## config.mk

```make
export PLATFORM = sky130hd
export DESIGN_NAME = dcb_cfg_top
export DESIGN_NICKNAME = d
export VERILOG_FILES = /design/src/rtl/dcb_pkg.sv /design/src/rtl/dcb_cfg_top.sv
export SDC_FILE = /design/constraint.sdc
export NUM_CORES = 1
export LEC_CHECK = 0
export ABC_AREA = 1
export BUFFER_PORTS_ARGS = -buffer_cell sky130_fd_sc_hd__buf_2
export CAP_MARGIN = 20
export CORE_UTILIZATION = 55
export CTS_BUF_LIST = sky130_fd_sc_hd__clkbuf_4
export CTS_CLUSTER_SIZE = 12
export DETAILED_ROUTE_END_ITERATION = 12
export PLACE_DENSITY_LB_ADDON = 0.12
export SETUP_SLACK_MARGIN = 0.3
export SLEW_MARGIN = 20
export SYNTH_ARGS = -nofsm -noshare
export SYNTH_HDL_FRONTEND = slang
export SYNTH_SLANG_ARGS = --single-unit
```

## constraint.sdc

```tcl
create_clock -name hclk -period 6.25 [get_ports hclk]
set_clock_uncertainty 0.15 [all_clocks]
set_input_delay 0.3125 -clock hclk [delete_from_list [all_inputs] [get_ports hclk]]
set_output_delay 0.3125 -clock hclk [all_outputs]
set_load 0.1 [all_outputs]
```

## src/rtl/dcb_pkg.sv

```systemverilog
// Shared constants, register map and carrier types for the bridge clock/receiver config block.
package dcb_pkg;

  // ****************************************************************
  // Register indices (byte address is four times the index)
  // ****************************************************************
  localparam int        IDX_W          = 8;
  localparam logic [7:0] CLK_SRC_IDX   = 8'h0A;
  localparam logic [7:0] DIVMUL_IDX    = 8'h0B;
  localparam logic [7:0] PLL_IDX       = 8'h0D;
  localparam logic [7:0] LANE_IDX      = 8'h10;
  localparam logic [7:0] EQ_IDX        = 8'h11;
  localparam logic [7:0] BAND_A_IDX    = 8'h12;
  localparam logic [7:0] BAND_B_IDX    = 8'h13;
  localparam logic [7:0] STATUS_IDX    = 8'h20;

  // ****************************************************************
  // Field positions
  // ****************************************************************
  localparam int DIV_LSB      = 3;
  localparam int MULT_LSB     = 0;
  localparam int LR_POS       = 7;
  localparam int CHMODE_LSB   = 5;
  localparam int LANE_A_LSB   = 3;
  localparam int LANE_B_LSB   = 1;
  localparam int STRICT_POS   = 0;
  localparam int EQ_DA_LSB    = 6;
  localparam int EQ_DB_LSB    = 4;
  localparam int EQ_CA_LSB    = 2;
  localparam int EQ_CB_LSB    = 0;

  // ****************************************************************
  // Reset values and codes
  // ****************************************************************
  localparam logic       CLK_SRC_RST  = 1'b0;
  localparam logic [7:0] DIVMUL_RST   = 8'h00;
  localparam logic       PLL_RST      = 1'b0;
  localparam logic [7:0] LANE_RST     = 8'h3E;
  localparam logic [7:0] EQ_RST       = 8'h00;
  localparam logic [7:0] BAND_RST     = 8'h00;
  localparam logic [4:0] DIV_MAX_CODE = 5'h18;
  localparam logic [1:0] CHMODE_RSVD  = 2'h3;
  localparam logic [1:0] EQ_RSVD      = 2'h2;
  localparam logic [7:0] BAND_MIN     = 8'h08;

  typedef enum logic [1:0] {
    DCB_AHB_IDLE  = 2'b00,
    DCB_AHB_RWAIT = 2'b01,
    DCB_AHB_RDONE = 2'b11
  } dcb_ahb_e;

  typedef struct packed {
    logic       src;
    logic [4:0] div;
    logic [1:0] mult;
  } dcb_clk_set_s;

  typedef struct packed {
    logic       left_right;
    logic [1:0] chan_mode;
    logic [3:0] lane_en_a;
    logic [3:0] lane_en_b;
    logic       leader_strict;
    logic [1:0] eq_data_a;
    logic [1:0] eq_data_b;
    logic [1:0] eq_clk_a;
    logic [1:0] eq_clk_b;
    logic [7:0] band_a;
    logic [7:0] band_b;
  } dcb_rx_cfg_s;

endpackage

```

## src/rtl/dcb_cfg_top.sv

```systemverilog
// Clock generation and receiver configuration register bank behind an AHB-Lite slave.
//
// Operation
// Source select 1: LVDS clock is channel A HS clock divided per divider field.
// Host writes divider zero when reference clock is the source.
// Divider code 0 passes clock; code n-1 divides by n, up to 25.
// Host never programs divider codes 25 to 31.
// Source select 0: LVDS clock is reference clock times multiplier field.
// Host writes multiplier zero when channel A clock is the source.
// Multiplier codes 0..3 multiply by 1..4; reset value is zero.
// PLL enable bit starts clock generation with current settings; reset disabled.
// Host disables PLL before changing source, divider or multiplier.
// Host keeps the chosen source clock running before enabling PLL.
// Pixel arrangement bit: 0 odd/even, 1 left/right halves.
// Channel mode: 00 dual, 01 single (reset), 10 two singles, 11 reserved.
// Channel A lane count: 00 four, 01 three, 10 two, 11 one (reset).
// Channel B lane count uses the same encoding, reset one lane.
// Leader strict bit clear tolerates one bit error; set tolerates none.
// Equalizer fields: 00 none, 01 1 dB, 11 2 dB, 10 reserved.
// Host programs channel A band in 5 MHz steps from code 8.
// Host programs channel B band with the same encoding.
// Source select bit: 0 reference clock (reset), 1 channel A HS clock.
// Host waits 3 ms after enable before relying on the LVDS clock.
// Every field reads back its last write and resets to its default.
// Clock generation keeps settings captured at enable while the PLL runs.
// Lanes not enabled by the lane counts are ignored.
// Reserved codes are stored, and their writes are flagged.
//
// Decided for this implementation: register access over AHB-Lite.
`timescale 1ns/1ps

module dcb_cfg_top #(
  parameter int HADDR_W  = 10,  // Address bits decoded
  parameter int PERIOD_W = 16   // Width of the reference period counter
) (
  input  wire logic                 hclk,              // System clock, 100 MHz
  input  wire logic                 hresetn,           // Asynchronous reset, active low
  input  wire logic                 hsel,              // Slave select
  input  wire logic [HADDR_W-1:0]   haddr,             // Byte address
  input  wire logic [1:0]           htrans,            // Transfer type
  input  wire logic                 hwrite,            // Write when high
  input  wire logic [2:0]           hsize,             // Transfer size, word only
  input  wire logic [31:0]          hwdata,            // Write data
  input  wire logic                 hready,            // Bus ready
  output logic                      hreadyout,         // Slave ready
  output logic                      hresp,             // Always OKAY
  output logic [31:0]               hrdata,            // Read data
  input  wire logic                 ref_clk_pin,       // External reference clock pin
  input  wire logic                 chan_a_hs_clk_pin, // Channel A HS continuous clock pin
  input  wire logic [3:0]           chan_a_lane_act,   // Channel A lane activity
  input  wire logic [3:0]           chan_b_lane_act,   // Channel B lane activity
  output logic                      lvds_clk_tick,     // LVDS pixel clock enable pulse
  output logic                      pll_running,       // PLL enabled state
  output dcb_pkg::dcb_rx_cfg_s      rx_cfg,            // Receiver configuration
  output logic [3:0]                lane_a_used,       // Channel A activity on enabled lanes
  output logic [3:0]                lane_b_used,       // Channel B activity on enabled lanes
  output logic                      reserved_code_write // Pulse on reserved-code write
);

  // ****************************************************************
  // Bus slave
  // ****************************************************************
  dcb_pkg::dcb_ahb_e    ahb_state_q;
  logic                 wr_pend_q;
  logic [7:0]           wr_idx_q;
  logic [7:0]           rd_idx_q;
  logic [31:0]          hrdata_q;
  logic                 acc;
  logic                 rd_acc;
  logic [7:0]           acc_idx;

  assign acc     = hsel && hready && htrans[1];
  assign rd_acc  = acc && !hwrite;
  assign acc_idx = haddr[9:2];

  // Reads take one wait state so that a write in the previous data phase is always visible.
  always_ff @(posedge hclk or negedge hresetn)
  begin
    if (!hresetn)
      ahb_state_q <= dcb_pkg::DCB_AHB_IDLE;
    else
    begin
      case (ahb_state_q)
        dcb_pkg::DCB_AHB_IDLE:  ahb_state_q <= rd_acc ? dcb_pkg::DCB_AHB_RWAIT
                                                      : dcb_pkg::DCB_AHB_IDLE;
        dcb_pkg::DCB_AHB_RWAIT: ahb_state_q <= dcb_pkg::DCB_AHB_RDONE;
        dcb_pkg::DCB_AHB_RDONE: ahb_state_q <= rd_acc ? dcb_pkg::DCB_AHB_RWAIT
                                                      : dcb_pkg::DCB_AHB_IDLE;
        default:                ahb_state_q <= dcb_pkg::DCB_AHB_IDLE;
      endcase
    end
  end

  always_ff @(posedge hclk or negedge hresetn)
  begin
    if (!hresetn)
    begin
      wr_pend_q <= 1'b0;
      wr_idx_q  <= 8'h00;
      rd_idx_q  <= 8'h00;
    end
    else
    begin
      wr_pend_q <= acc && hwrite;
      if (acc)
      begin
        wr_idx_q <= acc_idx;
        rd_idx_q <= acc_idx;
      end
    end
  end

  assign hreadyout = (ahb_state_q != dcb_pkg::DCB_AHB_RWAIT);
  assign hresp     = 1'b0;
  assign hrdata    = hrdata_q;

  // ****************************************************************
  // Registers
  // ****************************************************************
  logic       clk_src_q;
  logic [4:0] div_q;
  logic [1:0] mult_q;
  logic       pll_en_q;
  logic [7:0] lane_q;
  logic [7:0] eq_q;
  logic [7:0] band_a_q;
  logic [7:0] band_b_q;
  logic [7:0] wb;

  assign wb = hwdata[7:0];

  // stored fields
  always_ff @(posedge hclk or negedge hresetn)
  begin
    if (!hresetn)
    begin
      clk_src_q <= dcb_pkg::CLK_SRC_RST;
      div_q     <= dcb_pkg::DIVMUL_RST[7:3];
      mult_q    <= dcb_pkg::DIVMUL_RST[1:0];
      pll_en_q  <= dcb_pkg::PLL_RST;
      lane_q    <= dcb_pkg::LANE_RST;
      eq_q      <= dcb_pkg::EQ_RST;
      band_a_q  <= dcb_pkg::BAND_RST;
      band_b_q  <= dcb_pkg::BAND_RST;
    end
    else if (wr_pend_q)
    begin
      case (wr_idx_q)
        dcb_pkg::CLK_SRC_IDX: clk_src_q <= wb[0];
        dcb_pkg::DIVMUL_IDX:
        begin
          div_q  <= wb[dcb_pkg::DIV_LSB +: 5];
          mult_q <= wb[dcb_pkg::MULT_LSB +: 2];
        end
        dcb_pkg::PLL_IDX:     pll_en_q <= wb[0];
        dcb_pkg::LANE_IDX:    lane_q   <= wb;
        dcb_pkg::EQ_IDX:      eq_q     <= wb;
        dcb_pkg::BAND_A_IDX:  band_a_q <= wb;
        dcb_pkg::BAND_B_IDX:  band_b_q <= wb;
        default:              pll_en_q <= pll_en_q;
      endcase
    end
  end

  function automatic logic [7:0] read_mux(input logic [7:0] idx);
    case (idx)
      dcb_pkg::CLK_SRC_IDX: read_mux = {7'h00, clk_src_q};
      dcb_pkg::DIVMUL_IDX:  read_mux = {div_q, 1'b0, mult_q};
      dcb_pkg::PLL_IDX:     read_mux = {7'h00, pll_en_q};
      dcb_pkg::LANE_IDX:    read_mux = lane_q;
      dcb_pkg::EQ_IDX:      read_mux = eq_q;
      dcb_pkg::BAND_A_IDX:  read_mux = band_a_q;
      dcb_pkg::BAND_B_IDX:  read_mux = band_b_q;
      dcb_pkg::STATUS_IDX:  read_mux = {7'h00, pll_running};
      default:              read_mux = 8'h00;
    endcase
  endfunction

  always_ff @(posedge hclk or negedge hresetn)
  begin
    if (!hresetn)
      hrdata_q <= 32'h00000000;
    else if (ahb_state_q == dcb_pkg::DCB_AHB_RWAIT)
      hrdata_q <= {24'h000000, read_mux(rd_idx_q)};
  end

  // flag reserved codes
  logic rsvd_w;
  always_comb
  begin
    rsvd_w = 1'b0;
    case (wr_idx_q)
      dcb_pkg::DIVMUL_IDX: rsvd_w = (wb[7:3] > dcb_pkg::DIV_MAX_CODE);
      dcb_pkg::LANE_IDX:   rsvd_w = (wb[6:5] == dcb_pkg::CHMODE_RSVD);
      dcb_pkg::EQ_IDX:     rsvd_w = (wb[7:6] == dcb_pkg::EQ_RSVD) || (wb[5:4] == dcb_pkg::EQ_RSVD)
                                 || (wb[3:2] == dcb_pkg::EQ_RSVD) || (wb[1:0] == dcb_pkg::EQ_RSVD);
      dcb_pkg::BAND_A_IDX: rsvd_w = (wb < dcb_pkg::BAND_MIN);
      dcb_pkg::BAND_B_IDX: rsvd_w = (wb < dcb_pkg::BAND_MIN);
      default:             rsvd_w = 1'b0;
    endcase
  end

  always_ff @(posedge hclk or negedge hresetn)
  begin
    if (!hresetn)
      reserved_code_write <= 1'b0;
    else
      reserved_code_write <= wr_pend_q && rsvd_w;
  end

  // ****************************************************************
  // Receiver configuration
  // ****************************************************************
  function automatic logic [3:0] lane_mask(input logic [1:0] code);
    case (code)
      2'h0:    lane_mask = 4'hF;
      2'h1:    lane_mask = 4'h7;
      2'h2:    lane_mask = 4'h3;
      default: lane_mask = 4'h1;
    endcase
  endfunction

  always_ff @(posedge hclk or negedge hresetn)
  begin
    if (!hresetn)
      rx_cfg <= '0;
    else
    begin
      // pixel arrangement
      rx_cfg.left_right    <= lane_q[dcb_pkg::LR_POS];
      // channel mode
      rx_cfg.chan_mode     <= lane_q[dcb_pkg::CHMODE_LSB +: 2];
      // lane count A
      rx_cfg.lane_en_a     <= lane_mask(lane_q[dcb_pkg::LANE_A_LSB +: 2]);
      // lane count B
      rx_cfg.lane_en_b     <= lane_mask(lane_q[dcb_pkg::LANE_B_LSB +: 2]);
      // leader tolerance
      rx_cfg.leader_strict <= lane_q[dcb_pkg::STRICT_POS];
      // equalizer codes
      rx_cfg.eq_data_a     <= eq_q[dcb_pkg::EQ_DA_LSB +: 2];
      rx_cfg.eq_data_b     <= eq_q[dcb_pkg::EQ_DB_LSB +: 2];
      rx_cfg.eq_clk_a      <= eq_q[dcb_pkg::EQ_CA_LSB +: 2];
      rx_cfg.eq_clk_b      <= eq_q[dcb_pkg::EQ_CB_LSB +: 2];
      rx_cfg.band_a        <= band_a_q;
      rx_cfg.band_b        <= band_b_q;
    end
  end

  // Lane activity arrives from the analog front end on another timing, so it is synchronised.
  logic [3:0] la_s1_q;
  logic [3:0] la_s2_q;
  logic [3:0] la_s3_q;
  logic [3:0] la_lvl_q;
  logic [3:0] lb_s1_q;
  logic [3:0] lb_s2_q;
  logic [3:0] lb_s3_q;
  logic [3:0] lb_lvl_q;

  // A bit moves only once the second and third stages agree, so a glitch is not seen.
  always_ff @(posedge hclk or negedge hresetn)
  begin
    if (!hresetn)
    begin
      la_s1_q     <= 4'h0;
      la_s2_q     <= 4'h0;
      la_s3_q     <= 4'h0;
      la_lvl_q    <= 4'h0;
      lb_s1_q     <= 4'h0;
      lb_s2_q     <= 4'h0;
      lb_s3_q     <= 4'h0;
      lb_lvl_q    <= 4'h0;
      lane_a_used <= 4'h0;
      lane_b_used <= 4'h0;
    end
    else
    begin
      la_s1_q  <= chan_a_lane_act;
      la_s2_q  <= la_s1_q;
      la_s3_q  <= la_s2_q;
      la_lvl_q <= (la_s2_q & la_s3_q) | (la_lvl_q & (la_s2_q | la_s3_q));
      lb_s1_q  <= chan_b_lane_act;
      lb_s2_q  <= lb_s1_q;
      lb_s3_q  <= lb_s2_q;
      lb_lvl_q <= (lb_s2_q & lb_s3_q) | (lb_lvl_q & (lb_s2_q | lb_s3_q));
      // disabled lanes ignored
      lane_a_used <= la_lvl_q & rx_cfg.lane_en_a;
      lane_b_used <= lb_lvl_q & rx_cfg.lane_en_b;
    end
  end

  // ****************************************************************
  // Clock source sampling
  // ****************************************************************
  logic [1:0] pin_in;
  logic [1:0] src_tick;

  assign pin_in = {chan_a_hs_clk_pin, ref_clk_pin};

  genvar g;
  generate
    for (g = 0; g < 2; g++)
    begin : g_src
      logic s1_q;
      logic s2_q;
      logic s3_q;
      logic lvl_q;
      logic lvl_prev_q;
      always_ff @(posedge hclk or negedge hresetn)
      begin
        if (!hresetn)
        begin
          s1_q       <= 1'b0;
          s2_q       <= 1'b0;
          s3_q       <= 1'b0;
          lvl_q      <= 1'b0;
          lvl_prev_q <= 1'b0;
        end
        else
        begin
          s1_q       <= pin_in[g];
          s2_q       <= s1_q;
          s3_q       <= s2_q;
          lvl_prev_q <= lvl_q;
          if (s2_q == s3_q)
            lvl_q <= s3_q;
        end
      end
      assign src_tick[g] = lvl_q && !lvl_prev_q;
    end
  endgenerate

  // ****************************************************************
  // Clock generation
  // ****************************************************************
  dcb_pkg::dcb_clk_set_s shadow_q;
  logic [4:0]            div_cnt_q;
  logic [PERIOD_W-1:0]   per_cnt_q;
  logic [PERIOD_W-1:0]   period_q;
  logic [PERIOD_W:0]     mul_acc_q;
  logic [PERIOD_W:0]     mul_sum;
  logic                  mul_hit;
  logic                  div_hit;

  assign pll_running = pll_en_q;

  // enable captures live settings
  // held while running
  always_ff @(posedge hclk or negedge hresetn)
  begin
    if (!hresetn)
      shadow_q <= '0;
    else if (!pll_en_q)
      shadow_q <= '{src: clk_src_q, div: div_q, mult: mult_q};
  end

  // source select
  // channel A divide
  // code n-1 divides by n
  always_ff @(posedge hclk or negedge hresetn)
  begin
    if (!hresetn)
      div_cnt_q <= 5'h00;
    else if (!pll_en_q || !shadow_q.src)
      div_cnt_q <= 5'h00;
    else if (src_tick[1])
      div_cnt_q <= div_hit ? 5'h00 : div_cnt_q + 5'h01;
  end

  assign div_hit = (div_cnt_q >= shadow_q.div);

  // Reference period is measured in system clocks; the multiplied clock cannot exceed hclk.
  always_ff @(posedge hclk or negedge hresetn)
  begin
    if (!hresetn)
    begin
      per_cnt_q <= '0;
      period_q  <= '0;
    end
    else if (src_tick[0])
    begin
      per_cnt_q <= '0;
      period_q  <= per_cnt_q + 1'b1;
    end
    else if (per_cnt_q != '1)
      per_cnt_q <= per_cnt_q + 1'b1;
  end

  // reference multiply
  // factor is code plus one
  assign mul_sum = mul_acc_q + {{(PERIOD_W-2){1'b0}}, 1'b0, shadow_q.mult} + 1'b1;
  assign mul_hit = (period_q != '0) && (mul_sum >= {1'b0, period_q});

  always_ff @(posedge hclk or negedge hresetn)
  begin
    if (!hresetn)
      mul_acc_q <= '0;
    else if (!pll_en_q || shadow_q.src)
      mul_acc_q <= '0;
    else if (period_q != '0)
      mul_acc_q <= mul_hit ? mul_sum - {1'b0, period_q} : mul_sum;
  end

  always_ff @(posedge hclk or negedge hresetn)
  begin
    if (!hresetn)
      lvds_clk_tick <= 1'b0;
    else
      lvds_clk_tick <= pll_en_q && (shadow_q.src ? (src_tick[1] && div_hit) : mul_hit);
  end
endmodule

```

==> results of run 1 <==
==> power by group <==
part | internal (mW) | switching, mW
Sequential | 1.52 | 0.130
Combinational | 0.675 | 1.36
Clock | 0.629 | 0.564
==> synthesized netlist by cell type (3+ instances only) <==
library cell    n
xor2_1         20
nand2_2         5
nand2_1       319
maj3_1         10
dfstp_2         5
dfrtp_1       204
nor3_1          8
xnor2_1        14
o21ai_0        74
clkbuf_1       10
o21ai_1        19
buf_6           3
nand4_1        14
nand3_1        69
buf_2           5
inv_1         129
nor2_1         51
buf_4          28
mux2_2          4
a21oi_1        27
nand3b_1        3
ha_1           27
nor4_1          6
==> worst max-delay path, delay by kind of cell, from the launching register on <==
kind | cells | cell delay, ns
simple gates | 11 | 1.59
fa+ha+maj | 3 | 0.98
compound gates | 2 | 0.35
flops | 1 | 0.34
xor+xnor | 1 | 0.21
buf+inv | 2 | 0.12
==> state kept, by name, indices dropped and copies added (netlist names), 5 cells and up <==
signal and flops:
period_q 16, band_a_q 8, lane_q 8, band_b_q 8, div_q 5, rd_idx_q 8
rx_cfg 35, mul_acc_q 17, hrdata 8, div_cnt_q 5, per_cnt_q 16, shadow_q 8
eq_q 8
==> cells by family (layout without fill, tap and decap cells) <==
logic type	Yosys count	after routing	synth area share
other	2	27	0.000778
adder cells (fa/ha/maj)	39	39	0.0495
AO/OA/AOI/OAI	130	130	0.0703
buffers and inverters	177	351	0.0839
multiplexers	4	4	0.00467
AND/OR/NAND/NOR	489	489	0.217
XOR/XNOR	34	34	0.0309
flip-flops	209	209	0.543
==> worst max path at each step <==
stage / startpoint / endpoint / slack [ns] / depth (start not counted)
3_3_place_gp: shadow_q[0]$_DFFE_PN0N_ / mul_acc_q[10]$_DFFE_PN0P_ / 2.46 / 19
5_1_grt: shadow_q[0]$_DFFE_PN0N_ / mul_acc_q[14]$_DFFE_PN0P_ / 2.05 / 19
4_1_cts: shadow_q[0]$_DFFE_PN0N_ / mul_acc_q[3]$_DFFE_PN0P_ / 2.39 / 19
2_1_floorplan: shadow_q[0]$_DFFE_PN0N_ / mul_acc_q[15]$_DFFE_PN0P_ / 3.03 / 21
3_5_place_dp: shadow_q[0]$_DFFE_PN0N_ / mul_acc_q[10]$_DFFE_PN0P_ / 2.40 / 19
6_report: shadow_q[0]$_DFFE_PN0N_ / mul_acc_q[12]$_DFFE_PN0P_ / 2.38 / 19
==> final cells by class <==
cell class	instances	area, um^2	share of cell area
Multi-Input combinational cell	722	3690	0.330
Timing Repair Buffer	120	764	0.0683
Clock inverter	22	126	0.0113
Clock buffer	79	593	0.0530
Tap cell	225	282	0.0252
Sequential cell	209	5240	0.468
Inverter	130	488	0.0436
Antenna cell	1	2.50	0.000224
==> timing repair <==
action                    CTS  global route
hold endpoints to repair  173             0
gates resized for setup     0             0
hold buffers               29             0
==> cells in the final DEF (no fill, tap or decap), types with 6 or more instances in the layout <==
cell type,Yosys,final
a21oi_1,27,27
buf_2,5,86
clkbuf_4,0,79
clkinv_1,0,14
conb_1,2,26
dfrtp_1,204,204
dlygate4sd3_1,0,29
ha_1,27,27
inv_1,129,129
maj3_1,10,10
nand2_1,319,319
nand3_1,69,69
nand4_1,14,14
nor2_1,51,51
nor3_1,8,8
nor4_1,6,6
o21ai_0,74,74
o21ai_1,19,19
xnor2_1,14,14
xor2_1,20,20
==> metal layers <==
| metal | share of wire | up-vias | GRT usage |
|---|---|---|---|
| li1 | - | 3751 | - |
| met1 | 0.44 | 3514 | 0.317 |
| met2 | 0.48 | 204 | 0.407 |
| met3 | 0.045 | 55 | 0.0428 |
| met4 | 0.034 | 0 | 0.110 |
| met5 | 0 | - | 0 |
==> per-stage QoR <==
step | area, um^2 | setup WS (ns) | util | std cells
finish | 11200 | 2.38 | 0.649 | 1508
global route | 11200 | 2.05 | 0.649 | 1508
CTS | 11200 | 2.39 | 0.649 | 1507
detailed placement | 10200 | 2.40 | 0.590 | 1377
global placement | 10200 | 2.46 | 0.590 | 1377
floorplan | 9740 | 3.03 | - | 1108
==> run metrics, run 1 <==
Syn Area/Cell=8.90 um^2; Initial Utilization=0.560; RePlAce Congestion=0.865; Setup Crit Path Kind=register to register; post-DP HPWL=14.2 mm; CTS Root Cell=clkbuf_4; Worst Hold Depth=3; Detail Route Antenna Nets=0; vias per cell=4.99; iteration count of the initial detailed-routing pass=5; Pwr Total=4.88 mW; Max IR drop VDD=0.226 mV; slew at the pin with the worst max-slew slack=0.915 ns; DIE HEIGHT=134 um; Pleak=5.84 nW; global-route wire length before repair=35.0 mm; final worst path period share=0.619; most frequent CP cell=nand2_1; max frequency=259 MHz; Max-slew headroom=0.390; vias in the first global route=7331; H-tree Lvls=2; clk sinks=209; largest net degree at the start of global routing=114; Core ar.=0.0172 mm^2; dominant synthesized flop cell=dfrtp_1; number of synthesized flops with an enable pin=0; layout cell share with drive strength beyond 1=0.161; final net count=1328; fill count=1496; vias=7524; slowest CP cell=fa_1; initial antenna violation count=1; Startpoint Class=register; final hold vios=0; Num CTS Buffers=54; die footprint=0.0181 mm^2; reg-to-reg slack, setup=2.38 ns; crit path max fanout=21; Max-Cap Viols=0; crit path time final=3.87 ns; Ports=143; Synth Warn #=0; final WL=20.9 mm; final setup vio count=0; clock transition at the registers of the reported paths=0.07 ns; P&R area growth vs syn=15.9%; mapped cell area=0.00965 mm^2; Arr. time, crit path=4.27 ns; postcts setup bufs=0; deepest clock path buffer count=3; unique cell type count in the Yosys netlist=43; Final Max Tran Viols=0; Power Density=436 mW/mm^2; clk_lat worst skew=0.66 ns; post-synth top area share=0.529; Worst Hold Endpoint=rd_idx_q[0]$_DFFE_PN0P_; sequential area share after synthesis=0.543; status=finished, final reports clean; Routed WL per cell=13.9 um; setup tns final=0 ns; Worst Hold Class=input port to register; Synth area leader=dfrtp_1; DRC Markers=0; TritonCTS clock tree=yes; Fin Hold WS=0.122 ns; Synth area leaders=dfrtp_1, nand2_1, inv_1; Worst Setup End Kind=register; max incr delay on CP=0.43 ns; IO buf count=87; r2r endpoint=mul_acc_q[12]$_DFFE_PN0P_; Syn Inst Count=1084; #FFs+latches synth=209; site row count=48; r2r startpoint=shadow_q[0]$_DFFE_PN0N_; worst reg-to-reg path cell count=19; worst-path cell chain=inv_1, ha_1, fa_1, nor2_2, nand2_2, nor2_1, nand2_1, xor2_1, inv_1, ha_1, a21o_1, a21oi_1, nand2_1, nor2_1, nand3_4, nand2_4, nand2_1, nand3_1, nand2_1; RSZ-0062 raised after global routing=no; hold path start=hready; Async S/R FF share, synth=1.00; Die W=134 um; GRT Util Overall=0.245; CP Data Required Time=6.65 ns; Iteration-0 DRC Markers=382; GRT overflow=0
Power figures use the tool's default switching activity.
==> run 2: changes to the inputs <==
- CORE_UTILIZATION: 55 -> 54
- clock period: 6.25 -> 3.2 ns (I/O delays scaled with it)
==> run 2 against run 1 <==
The flow now finishes with violations (negative setup slack). First-iteration DRC count rose by 19%. Non-clock buffer count is 59 higher. Critical path type unchanged. Combinational power increased by 140%. Worst hold slack worse by 0.11 ns. Count of clock-buffer cells in the layout is 2 lower. Die area is 1.8% higher.
==> run metrics, run 2 (synthesis results as in run 1) <==
largest net degree at the start of global routing=98; Crit. Startpoint=mul_acc_q[0]$_DFFE_PN0P_; Post-Layout Cell Count=1559; commonest non-fill, non-tap cells in the layout=nand2_1, dfrtp_1, inv_1; Core Util, Final=0.688; Setup Crit Path Kind=register to register; failing checks=negative setup slack; Met3 Wirelength=927 um; site row count=48; worst reg-to-reg path cell count=19; CP Data Required Time=3.61 ns; Worst Setup End Kind=register; Routed WL per cell=13.9 um; ant diodes=0; Initial Utilization=0.556; Final Max Tran Viols=0; final WL=21.6 mm; die footprint=0.0184 mm^2; most common cell after layout, fill and taps aside=nand2_1; vias per cell=4.94; dpl cells=1406; Startpoint Class=register; GRT Util Overall=0.253; RePlAce Congestion=0.883; Pwr Total=10.3 mW; DR top layer=met4; Iteration-0 DRC Markers=456; DRC Markers=0; WL met2=10.5 mm; H-tree Lvls=2; Max IR drop VDD=0.490 mV; DIE HEIGHT=136 um; global-route wire length before repair=36.2 mm; register bank with the most flops=rx_cfg; initial antenna violation count=0; IO buf count=87; post-DP HPWL=14.6 mm; crit path max fanout=7; Worst Hold Class=input port to async pin; clk sinks=209; GRT overflow=0; RSZ-0062 raised after global routing=yes; deepest clock path buffer count=3; Max-Cap Viols=0; final worst path period share=1.02; clock transition at the registers of the reported paths=0.07 ns; TritonCTS clock tree=yes; Num CTS Buffers=53; final net count=1386; Die W=136 um; vias in the first global route=7440; vias=7700; Arr. time, crit path=3.69 ns; P&R area growth vs syn=23.8%; Power Density=860 mW/mm^2; Pleak=6.16 nW; clk_lat worst skew=0.66 ns; status=complete, but fails checks; met1 WL=9.66 mm; CTS Root Cell=clkbuf_4; r2r startpoint=mul_acc_q[0]$_DFFE_PN0P_; top flop regs=rx_cfg x35, mul_acc_q x17; final hold vios=0; setup tns final=-0.504 ns; max reg flops=35; max frequency=305 MHz; iteration count of the initial detailed-routing pass=5; final setup vio count=15; Ports=143; Setup WS pre-CTS=-0.0903 ns; Detail Route Antenna Nets=0; Core ar.=0.0174 mm^2; layout cell share with drive strength beyond 1=0.218; Max-slew headroom=0.485; crit path time final=3.28 ns; final setup margin=-0.0790 ns; slew at the pin with the worst max-slew slack=0.773 ns
run 2: metrics by stage:
| stage | area (um^2) | hold slack (ns) |
|---|---|---|
| final | 11900 | 0.0134 |
| after global routing | 11900 | 0.0386 |
| after CTS | 11800 | 0.00689 |
| after detailed placement | 10500 | 0.119 |
| after global placement | 10500 | 0.118 |
| after floorplan | 9800 | -0.286 |
run 2: power by group:
| part | switching (mW) | total (mW) | internal (mW) |
|---|---|---|---|
| Sequential | 0.269 | 3.24 | 2.97 |
| Clock | 1.06 | 2.24 | 1.19 |
| Combinational | 2.94 | 4.79 | 1.84 |
| Total | 4.27 | 10.3 | 6.00 |
run 2: worst paths after layout:
check	to	slack, ns
max reg2reg	mul_acc_q[2]$_DFFE_PN0P_	-0.08
max	mul_acc_q[2]$_DFFE_PN0P_	-0.08
min reg2reg	g_src[0].s2_q$_DFF_PN0_	0.19
min in group hclk	rd_idx_q[3]$_DFFE_PN0P_	0.08
max in group asynchronous	rx_cfg[1]$_DFF_PN0_	2.02
min	lb_lvl_q[0]$_DFF_PN0_	0.01
run 2: repair_timing:
action / 4_1_cts / 5_1_grt
buffers inserted: 9 / 2
hold buffers: 48 / 0
resized for setup: 22 / 30
setup endpoints to repair: 18 / 18
hold endpoints to repair: 217 / 0
pin swaps: 18 / 13
gates cloned: 0 / 0
run 2: per-layer routing:
metal  vias to the layer above  GRT usage
met3                        38     0.0475
met1                      3635      0.335
met4                         0     0.0905
met2                       167      0.415
li1                       3860          -
met5                         -          0
run 2: final cells by class:
class	count	area, um^2
Inverter	130	488
Clock inverter	17	97.6
Clock buffer	77	578
Sequential cell	209	5240
Tap cell	225	282
Multi-Input combinational cell	722	3980
Fill cell	1395	5410
Timing Repair Buffer	179	1280
run 2: critical path, cell delays in order (launching register included):
cell	delay, ns
dfrtp_1	0.34
inv_1	0.05
ha_2	0.19
fa_2	0.39
nor2_4	0.14
nand2_4	0.10
nor2_4	0.12
nand2_4	0.08
xor2_4	0.17
inv_2	0.06
ha_4	0.23
a21o_1	0.18
a21oi_2	0.14
nand2_1	0.08
nor2_2	0.14
nand3_4	0.15
buf_6	0.17
nand3_2	0.05
nand2_1	0.05
o21ai_1	0.17
==> run 3: changes to the inputs <==
- RECOVER_POWER: default -> 25
==> run 3 against run 2 <==
The run ends with max-capacitance violations, max-slew violations, negative setup slack left. Setup slack about the same. Flip-flop and latch count unchanged. Sequential power about the same. Worst hold slack improved by 0.063 ns. Maximum frequency about the same. Cell count unchanged. Design area about the same. Clock power about the same. Via count increased by 0.13%. Critical path depth unchanged. Register-to-register slack about the same. Critical path type unchanged. Largest cell class unchanged.
==> run metrics, run 3 (synthesis results as in run 1) <==
IO buf count=87; vias in the first global route=7440; max incr delay on CP=0.39 ns; Max IR drop VDD=0.490 mV; Routed WL per cell=13.9 um; initial antenna violation count=0; global-route wire length before repair=36.2 mm; Ports=143; CTS Root Cell=clkbuf_4; Arr. time, crit path=3.69 ns; final net count=1386; crit path max fanout=7; vias per cell=4.95; ant diodes=0; final worst path period share=1.02; post-DP HPWL=14.6 mm; Worst Setup End Kind=register; deepest clock path buffer count=3; TritonCTS clock tree=yes; Detail Route Antenna Nets=0; fill count=1395; P&R area growth vs syn=23.7%; site row count=48; DRC Markers=0; max frequency=305 MHz; final hold vios=0; Initial Utilization=0.556; clock transition at the registers of the reported paths=0.07 ns; Pleak=6.15 nW; Die W=136 um; iteration count of the initial detailed-routing pass=5; r2r startpoint=mul_acc_q[0]$_DFFE_PN0P_; Core Util, Final=0.688; RSZ-0062 raised after global routing=yes; register bank with the most flops=rx_cfg; worst-path cell chain=inv_1, ha_2, fa_2, nor2_4, nand2_4, nor2_4, nand2_4, xor2_4, inv_2, ha_4, a21o_1, a21oi_2, nand2_1, nor2_2, nand3_4, buf_6, nand3_2, nand2_1, o21ai_1; hold path start=htrans[1]; Power Density=860 mW/mm^2; r2r endpoint=mul_acc_q[2]$_DFFE_PN0P_; Num CTS Buffers=53; Final Max Tran Viols=97; slowest CP cell=fa_2; clk sinks=209; crit path time final=3.28 ns; final setup margin=-0.0785 ns; layout cell share with drive strength beyond 1=0.216; most common cell after layout, fill and taps aside=nand2_1; Startpoint Class=register; die footprint=0.0184 mm^2; CP Data Required Time=3.61 ns; commonest non-fill, non-tap cells in the layout=nand2_1, dfrtp_1, inv_1; Worst Hold Endpoint=rd_idx_q[3]$_DFFE_PN0P_; RePlAce Congestion=0.883; GRT overflow=0; reg-to-reg slack, setup=-0.08 ns; final setup vio count=15; Worst Hold Depth=3; largest net degree at the start of global routing=98; CP top delay family=simple AND/OR/NAND/NOR gates; vias=7710; Post-Layout Cell Count=1559; Worst Hold Class=input port to register; Max-slew headroom=-0.621; slew at the pin with the worst max-slew slack=2.43 ns; Iteration-0 DRC Markers=455; worst path bufs/invs=3; Core ar.=0.0174 mm^2; Pwr Total=10.3 mW; Setup Crit Path Kind=register to register; dpl cells=1406; H-tree Lvls=2; status=complete, but fails checks; failing checks=max-capacitance violations, max-slew violations, negative setup slack; DIE HEIGHT=136 um; worst reg-to-reg path cell count=19; clk_lat worst skew=0.66 ns; max reg flops=35; Max-Cap Viols=1; GRT Util Overall=0.253; final WL=21.7 mm; top flop regs=rx_cfg x35, mul_acc_q x17
[run 3: cell counts in the layout (fill, tap and decap cells not counted)]
No cell type changed its count.
[run 3: per-layer routing]
metal,global-route usage,share of wire,vias up
li1,-,-,3858
met2,0.415,0.49,166
met1,0.335,0.45,3648
met3,0.0475,0.044,38
met4,0.0905,0.023,0
met5,0,0,-
[run 3: repair_timing]
action                                  4_1_cts  5_1_grt
endpoints found under the hold margin       217        0
hold buffers                                 48        0
buffers inserted                              9        2
endpoints found under the setup margin       18       18
gates resized for setup                      22       30
pin swaps                                    18       13
[run 3: power by group]
group	leakage, nW	switching (mW)	internal (mW)
clock network	0.404	1.06	1.19
registers	2.40	0.269	2.97
logic	3.35	2.95	1.84
total	6.15	4.27	6.00
[run 3: layout make-up]
| type | instances | area, um^2 | area share |
|---|---|---|---|
| Clock buffer | 77 | 578 | 0.0484 |
| Tap cell | 225 | 282 | 0.0236 |
| Multi-Input combinational cell | 722 | 3980 | 0.334 |
| Clock inverter | 17 | 97.6 | 0.00817 |
| Timing Repair Buffer | 179 | 1270 | 0.107 |
| Sequential cell | 209 | 5240 | 0.439 |
| Inverter | 130 | 488 | 0.0409 |
[run 3: metrics by stage]
stage	worst slack, ns	hold WS (ns)	cell area [um^2]	TNS, ns
4_1_cts	-0.0521	0.00689	11800	-0.254
3_3_place_gp	-0.0820	0.118	10500	-0.952
3_5_place_dp	-0.0903	0.119	10500	-1.17
5_1_grt	-0.246	0.0914	11900	-3.51
2_1_floorplan	0.218	-0.286	9800	0
6_report	-0.0785	0.0763	11900	-0.498
[run 3: tightest hold or removal path, cell delays in order]
cell and delay [ns]:
buf_2 0.09, nand3_1 0.37, mux2_2 0.24
[run 3: worst max path at each step]
| stage | startpoint | to | slack (ns) | depth (start not counted) |
|---|---|---|---|---|
| 2_1_floorplan | shadow_q[0]$_DFFE_PN0N_ | mul_acc_q[15]$_DFFE_PN0P_ | 0.22 | 20 |
| 3_3_place_gp | shadow_q[1]$_DFFE_PN0N_ | mul_acc_q[10]$_DFFE_PN0P_ | -0.08 | 20 |
| 3_5_place_dp | shadow_q[1]$_DFFE_PN0N_ | mul_acc_q[10]$_DFFE_PN0P_ | -0.09 | 20 |
| 4_1_cts | mul_acc_q[0]$_DFFE_PN0P_ | mul_acc_q[12]$_DFFE_PN0P_ | -0.05 | 20 |
| 5_1_grt | mul_acc_q[0]$_DFFE_PN0P_ | mul_acc_q[10]$_DFFE_PN0P_ | -0.25 | 19 |
| 6_report | mul_acc_q[0]$_DFFE_PN0P_ | mul_acc_q[2]$_DFFE_PN0P_ | -0.08 | 19 |
